**src/hdl/sbra_pkg.sv**
```systemverilog
//----------------------------------------------------------------
// Behaviour
// Grant time-out detection runs only while mask bit 7 is set; resets cleared.
// Time-out window is a fixed 16 bus clocks.
// Window counts from bus idle with grant held; no frame by end means dead.
// Auto-masking on time-out applies only while mask bit 6 is set; resets cleared.
// Mask bit n set ignores request n; clear arbitrates it; all reset to 0.
// One time-out status bit per request, bits 5..0, set on time-out.
// Status bits 7:6 read zero and ignore writes.
// Software clears auto-mask before clearing status bits after a time-out.
// Writing 1 clears a status bit; writing 0 leaves it.
// Link reset, global reset and power-on reset all restore defaults.
// Unmasked requests arbitrate by two-tier rotating priority.
// With auto-mask on, a timed-out request is excluded and grant moves on.
//----------------------------------------------------------------
package sbra_pkg;
    localparam int NUM_REQ = 6;
    localparam logic [7:0] ADDR_REQUEST_MASK = 8'hdd;
    localparam logic [7:0] ADDR_TIMEOUT_STATUS = 8'hde;
    localparam logic [7:0] RESET_REQUEST_MASK = 8'h00;
    localparam logic [7:0] RESET_TIMEOUT_STATUS = 8'h00;
    localparam int BIT_TIMEOUT_ENABLE = 7;
    localparam int BIT_AUTO_MASK = 6;
    localparam logic [7:0] STATUS_WRITABLE = 8'h3f;
    localparam int CLK_PERIOD_NS = 10;
    localparam int TIMEOUT_WINDOW_CLOCKS = 16;
    localparam int TIMEOUT_CYCLES = TIMEOUT_WINDOW_CLOCKS * 10 / CLK_PERIOD_NS;
    localparam logic [4:0] TIMEOUT_LAST = 5'(TIMEOUT_CYCLES - 1);
    typedef enum logic [1:0] {SBRA_IDLE, SBRA_WAIT, SBRA_BUSY} sbra_state_t;
endpackage : sbra_pkg

```
**src/hdl/sbra_rotate.sv**
```systemverilog
// Rotating pick among a request vector, starting after the last winner
module sbra_rotate #(
    parameter int N = 6
) (
    input wire logic [N-1:0] i_req,
    input wire logic [$clog2(N)-1:0] i_last,
    output logic o_any,
    output logic [$clog2(N)-1:0] o_pick
);
    always_comb begin
        int idx;
        idx = 0;
        o_any = 1'b0;
        o_pick = i_last;
        for (int k = N; k >= 1; k--) begin
            idx = (int'(i_last) + k) % N;
            if (i_req[idx]) begin
                o_any = 1'b1;
                o_pick = ($clog2(N))'(idx);
            end
        end
    end
endmodule // sbra_rotate

```
**src/hdl/sbra_arbiter.sv**
```systemverilog
module sbra_arbiter #(
    parameter int N = sbra_pkg::NUM_REQ
) (
    input wire logic i_clk,
    input wire logic i_rst,
    input wire logic i_link_reset_pin_n,
    input wire logic i_global_reset_pin_n,
    input wire logic i_cfg_wr,
    input wire logic i_cfg_rd,
    input wire logic [7:0] i_cfg_addr,
    input wire logic [7:0] i_cfg_wdata,
    output logic [7:0] o_cfg_rdata,
    input wire logic [N-1:0] i_req_n,
    input wire logic [N-1:0] i_high_tier,
    input wire logic i_frame_n,
    input wire logic i_irdy_n,
    output logic [N-1:0] o_gnt_n,
    output logic [N-1:0] o_request_timed_out_flags,
    output logic o_timeout_pulse
);
    localparam int W = $clog2(N);

    //----------------------------------------------------------------
    // Input synchronisers
    //----------------------------------------------------------------
    logic [N+3:0] sync1;
    logic [N+3:0] sync2;
    always_ff @(posedge i_clk) begin
        sync1 <= {i_link_reset_pin_n, i_global_reset_pin_n, i_frame_n, i_irdy_n, i_req_n};
        sync2 <= sync1;
    end
    wire logic link_rst_n = sync2[N+3];
    wire logic glob_rst_n = sync2[N+2];
    wire logic frame_act = ~sync2[N+1];
    wire logic irdy_act = ~sync2[N];
    wire logic [N-1:0] req = ~sync2[N-1:0];
    // Power-on, link and global resets are all folded into one reset
    wire logic any_rst = i_rst | ~link_rst_n | ~glob_rst_n;

    //----------------------------------------------------------------
    // Registers
    //----------------------------------------------------------------
    logic [7:0] request_mask, next_request_mask;
    logic [7:0] timeout_status, next_timeout_status;
    logic [7:0] rdata, next_rdata;
    logic [N-1:0] timeout_set;

    function automatic logic hit(input logic [7:0] a, input logic [7:0] b);
        return a == b;
    endfunction

    wire logic to_en = request_mask[sbra_pkg::BIT_TIMEOUT_ENABLE];
    wire logic auto_en = request_mask[sbra_pkg::BIT_AUTO_MASK];

    always_comb begin
        next_request_mask = request_mask;
        next_timeout_status = timeout_status;
        next_rdata = rdata;
        if (i_cfg_wr && hit(i_cfg_addr, sbra_pkg::ADDR_REQUEST_MASK)) begin
            next_request_mask = i_cfg_wdata;
        end
        if (i_cfg_wr && hit(i_cfg_addr, sbra_pkg::ADDR_TIMEOUT_STATUS)) begin
            // Status stays locked while auto-mask is on; software must drop it first
            if (!auto_en) begin
                next_timeout_status = timeout_status & ~(i_cfg_wdata & sbra_pkg::STATUS_WRITABLE);
            end
        end
        // Set wins over a clear in the same cycle
        next_timeout_status[N-1:0] = next_timeout_status[N-1:0] | timeout_set;
        next_timeout_status[7:N] = '0;
        if (i_cfg_rd) begin
            if (hit(i_cfg_addr, sbra_pkg::ADDR_REQUEST_MASK)) begin
                next_rdata = request_mask;
            end else if (hit(i_cfg_addr, sbra_pkg::ADDR_TIMEOUT_STATUS)) begin
                next_rdata = timeout_status & sbra_pkg::STATUS_WRITABLE;
            end else begin
                next_rdata = 8'h00;
            end
        end
    end

    always_ff @(posedge i_clk) begin
        if (any_rst) begin
            request_mask <= sbra_pkg::RESET_REQUEST_MASK;
            timeout_status <= sbra_pkg::RESET_TIMEOUT_STATUS;
            rdata <= 8'h00;
        end else begin
            request_mask <= next_request_mask;
            timeout_status <= next_timeout_status;
            rdata <= next_rdata;
        end
    end

    //----------------------------------------------------------------
    // Eligibility and two-tier rotation
    //----------------------------------------------------------------
    logic [N-1:0] eligible;
    always_comb begin
        eligible = req & ~request_mask[N-1:0];
        if (auto_en) begin
            eligible = eligible & ~timeout_status[N-1:0];
        end
    end

    logic hi_any, lo_any;
    logic [W-1:0] hi_pick, lo_pick, last_hi, last_lo, next_last_hi, next_last_lo;
    sbra_rotate #(.N(N)) u_hi (
        .i_req(eligible & i_high_tier),
        .i_last(last_hi),
        .o_any(hi_any),
        .o_pick(hi_pick)
    );
    sbra_rotate #(.N(N)) u_lo (
        .i_req(eligible & ~i_high_tier),
        .i_last(last_lo),
        .o_any(lo_any),
        .o_pick(lo_pick)
    );

    //----------------------------------------------------------------
    // Grant and time-out state machine
    //----------------------------------------------------------------
    sbra_pkg::sbra_state_t state, next_state;
    logic [W-1:0] owner, next_owner;
    logic granted, next_granted;
    logic [4:0] count, next_count;
    logic timeout_pulse, next_timeout_pulse;
    logic [N-1:0] gnt_n, next_gnt_n;
    wire logic bus_idle = ~frame_act & ~irdy_act;

    always_comb begin
        next_state = state;
        next_owner = owner;
        next_granted = granted;
        next_count = count;
        next_last_hi = last_hi;
        next_last_lo = last_lo;
        next_timeout_pulse = 1'b0;
        timeout_set = '0;
        case (state)
            sbra_pkg::SBRA_IDLE: begin
                next_granted = 1'b0;
                if (bus_idle && (hi_any || lo_any)) begin
                    next_granted = 1'b1;
                    next_count = '0;
                    next_state = sbra_pkg::SBRA_WAIT;
                    if (hi_any) begin
                        next_owner = hi_pick;
                        next_last_hi = hi_pick;
                    end else begin
                        next_owner = lo_pick;
                        next_last_lo = lo_pick;
                    end
                end
            end
            sbra_pkg::SBRA_WAIT: begin
                if (frame_act) begin
                    next_state = sbra_pkg::SBRA_BUSY;
                end else if (!eligible[owner]) begin
                    // Requester withdrew or was masked: re-arbitrate
                    next_granted = 1'b0;
                    next_state = sbra_pkg::SBRA_IDLE;
                end else if (to_en && bus_idle) begin
                    // Window counts idle clocks with grant held
                    if (count == sbra_pkg::TIMEOUT_LAST) begin
                        timeout_set[owner] = 1'b1;
                        next_timeout_pulse = 1'b1;
                        next_granted = 1'b0;
                        next_state = sbra_pkg::SBRA_IDLE;
                    end else begin
                        next_count = count + 5'h01;
                    end
                end
            end
            sbra_pkg::SBRA_BUSY: begin
                // Hold grant through the owner's transaction, release once idle
                if (bus_idle) begin
                    next_granted = 1'b0;
                    next_state = sbra_pkg::SBRA_IDLE;
                end
            end
            default: begin
                next_granted = 1'b0;
                next_state = sbra_pkg::SBRA_IDLE;
            end
        endcase
        next_gnt_n = '1;
        if (next_granted) begin
            next_gnt_n[next_owner] = 1'b0;
        end
    end

    always_ff @(posedge i_clk) begin
        if (any_rst) begin
            state <= sbra_pkg::SBRA_IDLE;
            owner <= '0;
            granted <= 1'b0;
            count <= '0;
            last_hi <= W'(N - 1);
            last_lo <= W'(N - 1);
            timeout_pulse <= 1'b0;
            gnt_n <= '1;
        end else begin
            state <= next_state;
            owner <= next_owner;
            granted <= next_granted;
            count <= next_count;
            last_hi <= next_last_hi;
            last_lo <= next_last_lo;
            timeout_pulse <= next_timeout_pulse;
            gnt_n <= next_gnt_n;
        end
    end

    //----------------------------------------------------------------
    // Outputs
    //----------------------------------------------------------------
    // Every pin is a plain register copy, so no decode glitch reaches the bus
    assign o_gnt_n = gnt_n;
    assign o_cfg_rdata = rdata;
    assign o_request_timed_out_flags = timeout_status[N-1:0];
    assign o_timeout_pulse = timeout_pulse;
endmodule // sbra_arbiter

```
**config.mk**
```make
export PLATFORM = sky130hd
export DESIGN_NAME = sbra_arbiter
export DESIGN_NICKNAME = d
export VERILOG_FILES = /design/src/hdl/sbra_pkg.sv /design/src/hdl/sbra_rotate.sv /design/src/hdl/sbra_arbiter.sv
export SDC_FILE = /design/constraint.sdc
export NUM_CORES = 1
export LEC_CHECK = 0
export BUFFER_PORTS_ARGS = -buffer_cell sky130_fd_sc_hd__buf_2
export CAP_MARGIN = 20
export CORE_ASPECT_RATIO = 2
export CORE_MARGIN = 3
export CORE_UTILIZATION = 55
export DETAILED_ROUTE_END_ITERATION = 10
export PLACE_DENSITY = 0.76
export SYNTH_ARGS = -nofsm -noshare
export SYNTH_HDL_FRONTEND = slang
export SYNTH_SLANG_ARGS = --single-unit
export TNS_END_PERCENT = 50
```
**constraint.sdc**
```tcl
create_clock -name i_clk -period 10.4 [get_ports i_clk]
set_input_delay 1.04 -clock i_clk [delete_from_list [all_inputs] [get_ports i_clk]]
set_output_delay 1.04 -clock i_clk [all_outputs]
set_load 0.05 [all_outputs]
```
# == Word-level counts from Yosys, hierarchy flattened ==
# Cells that the tools add are included.
# classes
n_div,12
bitwise_logic,23
eq_ne,13
muxes,100
reduce_logical,15
n_lt_le_gt_ge,16
n_addsub,13
# op_table
cell,n
"less-than comparator 32 x 5 -> 1 bit, second input constant",12
"modulo 32 x 4 -> 32 bit, second input constant",12
2-to-1 mux 6 bit,9
2-to-1 mux 1 bit,46
2-to-1 mux 3 bit,15
binary-select mux 1 bit (select 3 bit),13
inverter 6 bit,6
bitwise AND 6 bit,5
2-to-1 mux 5 bit,5
"adder 3 x 3 -> 4 bit, second input constant",6
"adder 3 x 2 -> 4 bit, second input constant",4
"== test 8 bit, second input constant",2
2-to-1 mux 2 bit,6
"!= test 2 bit, second input constant",6
one-hot mux 5 bit (2 select lines),1
"adder 3 x 1 -> 4 bit, second input constant",2
"less-than comparator 3 x 4 -> 1 bit, second input constant",2
2-to-1 mux 8 bit,1
"!= test 4 bit, second input constant",2
inverter 1 bit,8
demux 1 bit (select 3 bit),2
"greater-or-equal comparator 3 x 1 -> 1 bit, second input constant",2
logical AND 1 bit,6
bitwise OR 6 bit,1
other kinds (16),18
# word_totals
word_cells,205
ff_bits,66
input_bits,36
out_inout_bits,21

# == Logic depth before layout (Yosys ltp) ==
# logic_depth
ltp_word,23
ltp_mapped,16
ltp_nobuf,15

# == Cells and area by module ==
# A second synthesis with hierarchy kept.
# unflattened
cells_unflattened,553
area_unflattened_um2,4765.8
# by_module_without_submodules
mod,area_each_um2,cells_per_inst,n_inst,seq_area_each_um2
sbra_arbiter,2557.5,264,1,1321.3
sbra_rotate at u_hi,1173.6,149,1,0.0
sbra_rotate at u_lo,1034.7,140,1,0.0

# == Least setup slack after synthesis ==
# Ideal clock, no wire load.
# synth_timing
path_type,register to register
startpoint,reg last_hi[1]
endpoint,reg count[3]
setup_time_ns,0.123
path_buffers,1
slack_ns,6.315
arrival_time_ns,3.962
path_stages_with_launch,16
synth_period_minus_slack_ns,4.085
required_ns,10.277
cell_sequence,dfxtp_1 > ha_1 > buf_2 > xor2_2 > inv_2 > ha_1 > or3b_1 > nor3b_1 > o21ai_1 > and4b_1 > nor3b_1 > nand2_1 > o41ai_4 > o31ai_2 > nand4_1 > mux2_1
# synth_via
elab_chain_cells,15
elab_cells_between_ends,40
classes_between,6 x add/sub; 6 x div; 1 x eq/ne; 24 x mux; 3 x reduce/logical
# synth_rtl
element,line_no,rtl
start: declaration,sbra_arbiter.sv:106,"logic [W-1:0] hi_pick, lo_pick, last_hi, last_lo, next_last_hi, next_last_lo;"
start signal: assignment,sbra_arbiter.sv:199,last_hi <= W'(N - 1);
start signal: assignment,sbra_arbiter.sv:208,last_hi <= next_last_hi;
adder 3 x 3 -> 4 bit,sbra_rotate.sv:16,idx = (int'(i_last) + k) % N;
modulo 32 x 4 -> 32 bit,sbra_rotate.sv:16,
binary-select mux 1 bit (select 3 bit),sbra_rotate.sv:17,if (i_req[idx]) begin
2-to-1 mux 1 bit (implied by the code) (2 in series),sbra_rotate.sv:17,
2-to-1 mux 1 bit (5 in series),sbra_rotate.sv:17,
2-to-1 mux 1 bit *,sbra_rotate.sv:17,
logical OR 1 bit *,sbra_arbiter.sv:143,if (bus_idle && (hi_any || lo_any)) begin
logical AND 1 bit *,sbra_arbiter.sv:143,
!= test 2 bit (no source line) *,--,
AND reduction 6 bit (no source line) *,--,
end signal: assignment,sbra_arbiter.sv:207,count <= next_count;
end: declaration,sbra_arbiter.sv:126,"logic [4:0] count, next_count;"
# Every way passes the cells marked *; elsewhere a longest branch is shown, timed or not. The select of a mux whose other input is x is not followed.
# A chain may end at the register's enable or synchronous reset.

# == Worst setup path after layout ==
# layout_timing
startpoint,reg last_hi[0]
endpoint,reg count[3]
# Same word-level chain as after synthesis.

==> reports/metrics.cfg <==
[placed_design]
port_buffers = 56
gp_congestion = 0.951
dp_hpwl_um = 10600

[global_routing]
grt_pass1_vias = 4726
grt_max_degree = 34
grt_pass1_wl_um = 22400
antenna_found_initial = 0
grt_overflow = 0
grt_usage = 0.290

[final_layout]
fill_cells = 705
post-route-util = 0.641
synthToLayoutAreaGrowth_pct = 13.7
antenna_cells = 0
multi_input_area_mm2 = 0.00316
fin_nets = 687
drive_above_1_share = 0.163
register_area_mm2 = 0.00132

[clocking]
hold_buffers = 0
htree_levels = 3
numCtsBuffers = 9
post-cts-setup-buffers = 0
numClockSinks = 66
cts_tree = yes
post_cts_resized = 0
clock_path_buffers = 2
clock_latency_ns = 0.33
clockRootBuffer = clkbuf_16
clk_pin_slew_ns = 0.06

[drt]
dr.first_iter.drc_count = 380
viasPerCell = 6.55
ant_nets = 0
wl_um = 13800
via_count = 4767
drc = 0
dr.pass1.iters = 5
routedWlPerCell_um = 19.0

[floorplanning]
dieArea_mm2 = 0.00971
io_pins = 57
die_w_um = 71.2
start_util = 0.564
core_area_mm2 = 0.00829
die_h_um = 136
rows = 47

[logic_synthesis]
syn_nets = 642
synth_edf_count = 0
synth_top_area_frac = 0.283
synthFlopType = dfxtp_1
synth_most_common_cell = dfxtp_1
synth.cell_area_mm2 = 0.00467
ys_ff_latch = 66
yosysWarnings = 0
syn_inst = 580
avgSynthCellArea_um2 = 8.06
synth_top_cell_by_area = dfxtp_1
synthTopCellsByArea = dfxtp_1 28%, ha_1 7.0%, nor2_1 4.3%, a21oi_1 4.1%, nand2_1 3.8%
synthTopCellsByCount = 66 x dfxtp_1, 53 x nor2_1, 47 x nand2_1
synth.distinct_cells = 75
async_flop_share = 0
synth-seq-area-share = 0.283

[run]
max-cap-violations = 0

[setup_path]
path_common_cell = ha_1
rr_worst_depth = 14
crit_slowest_cell = dfxtp_1
critPathMaxFanout = 22
crit_chain = ha_1 -> xor2_2 -> inv_2 -> ha_1 -> or3b_1 -> a21oi_1 -> nor2_1 -> o21ai_0 -> nor3b_1 -> nand2_1 -> o41ai_4 -> o31ai_2 -> nand4_1 -> mux2_1
regToRegEndpoint = count[3]
r2r_slack_ns = 5.14
path_class = flip-flop to flip-flop
cp-start-kind = flip-flop
max_stage_delay_ns = 0.86
r2r-start = last_hi[0]
end_kind = flip-flop
cp.required_ns = 10.61
cp.arrival_ns = 5.48

[timing]
setup_tns_ns = 0
hold_viol_final = 0
finalCritPeriodShare = 0.506
maxSlewHeadroom = 0.232
setup_viol = 0
finClkSkew_ns = 0.00863
timing.fmax_mhz = 190
rsz0062_at_grt = no
fin_crit_ns = 5.26
slew_violations = 0
tightest_slew_ns = 1.12

[min_path]
hold_path.class = flip-flop to flip-flop
worstHoldStart = sync1[8]
whs_endpoint = sync2[8]
whs_path_depth = 0

[power]
p_leak_nw = 2.02
ir_drop_v = 0.000155
power.density_mw_per_mm2 = 123

[outcome]
outcome = finished clean

how the worst max path moves through the flow:
| stage | startpoint | cells past startpoint | to | slack, ns |
|---|---|---|---|---|
| 2_1_floorplan | last_hi[1] | 15 | count[3] | 6.31 |
| 3_3_place_gp | last_hi[0] | 14 | count[3] | 5.51 |
| 3_5_place_dp | last_hi[0] | 14 | count[3] | 5.26 |
| 4_1_cts | last_hi[0] | 14 | count[3] | 5.25 |
| 5_1_grt | last_hi[0] | 14 | o_gnt_n[5] | 4.79 |
| 6_report | last_hi[0] | 14 | count[3] | 5.14 |
final cells by class:
cell class | count | share of cell area
clock inverters | 7 | 0.0155
repair buffers | 60 | 0.0584
inverters | 24 | 0.0169
clock buffers | 9 | 0.0424
well taps | 98 | 0.0231
flip-flops and latches | 66 | 0.249
multi-input cells | 464 | 0.595
metrics by stage:
stage	power, W	worst slack (ns)	area (um2)	hold slack, ns	cells
finish	0.000656	5.14	5320	0.328	728
global route	0.000677	4.79	5320	0.330	728
CTS	0.000657	5.25	5320	0.329	728
detailed placement	0.000350	5.26	5010	0.312	712
global placement	0.000348	5.51	5010	0.311	712
floorplan	0.000323	6.31	4670	0.310	580
per-layer routing:
metal / vias to the layer above / share of wire / global-route usage
met2: 181 / 0.54 / 0.541
li1: 2287 / - / -
met5: - / 0 / 0
met3: 49 / 0.047 / 0.0429
met4: 0 / 0.046 / 0.169
met1: 2250 / 0.36 / 0.296
placed cells by master (no fill, tap or decap), types with 7 or more instances in the layout:
master     synthesis  final
inv_1             22     22
a211o_1            7      7
o21ai_0           26     26
and3_1             7      7
clkbuf_16          0      9
buf_2              6     56
nand3b_1           9      9
a22oi_1           17     17
a21oi_1           38     38
a211oi_1          18     18
o211ai_1           9      9
nor2b_1            7      7
dfxtp_1           66     66
nor3_1             8      8
nand3_1           35     35
ha_1              26     26
mux2i_1            8      8
nor2_1            53     53
nand2b_1          12     12
or3_1              7      7
and2_1             7      7
nand4_1            7      7
nand2_1           47     47
worst max-delay path, delay by kind of cell, from the launching register on:
| kind | cells | cell delay (ns) |
|---|---|---|
| buf+inv | 1 | 0.13 |
| compound gates | 4 | 1.31 |
| fa+ha+maj | 2 | 0.81 |
| xor+xnor | 1 | 0.31 |
| mux | 1 | 0.34 |
| flops | 1 | 0.86 |
| simple gates | 5 | 1.38 |
sequential cells by signal, summed over array words and instances, names as in the netlist, 5 cells and up:
name,count
sync1,10
sync2,10
o_cfg_rdata,8
request_mask,8
o_gnt_n,6
timeout_status,6
count,5
cells by family (layout without fill, tap and decap cells):
family	Yosys count	after routing	share of synthesized area
fa+ha+maj	26	26	0.0696
xor+xnor	10	10	0.0203
flops	66	66	0.283
mux	16	16	0.0461
simple gates	231	231	0.262
compound gates	181	181	0.278
buf+inv	50	100	0.0418
power by group:
group | internal (W) | leakage (nW) | switching [W]
Combinational | 0.0000324 | 1.34 | 0.0000516
Clock | 0.000189 | 0.145 | 0.000120
Sequential | 0.000258 | 0.540 | 0.00000434
No activity file was read; power rests on OpenSTA's default activity.
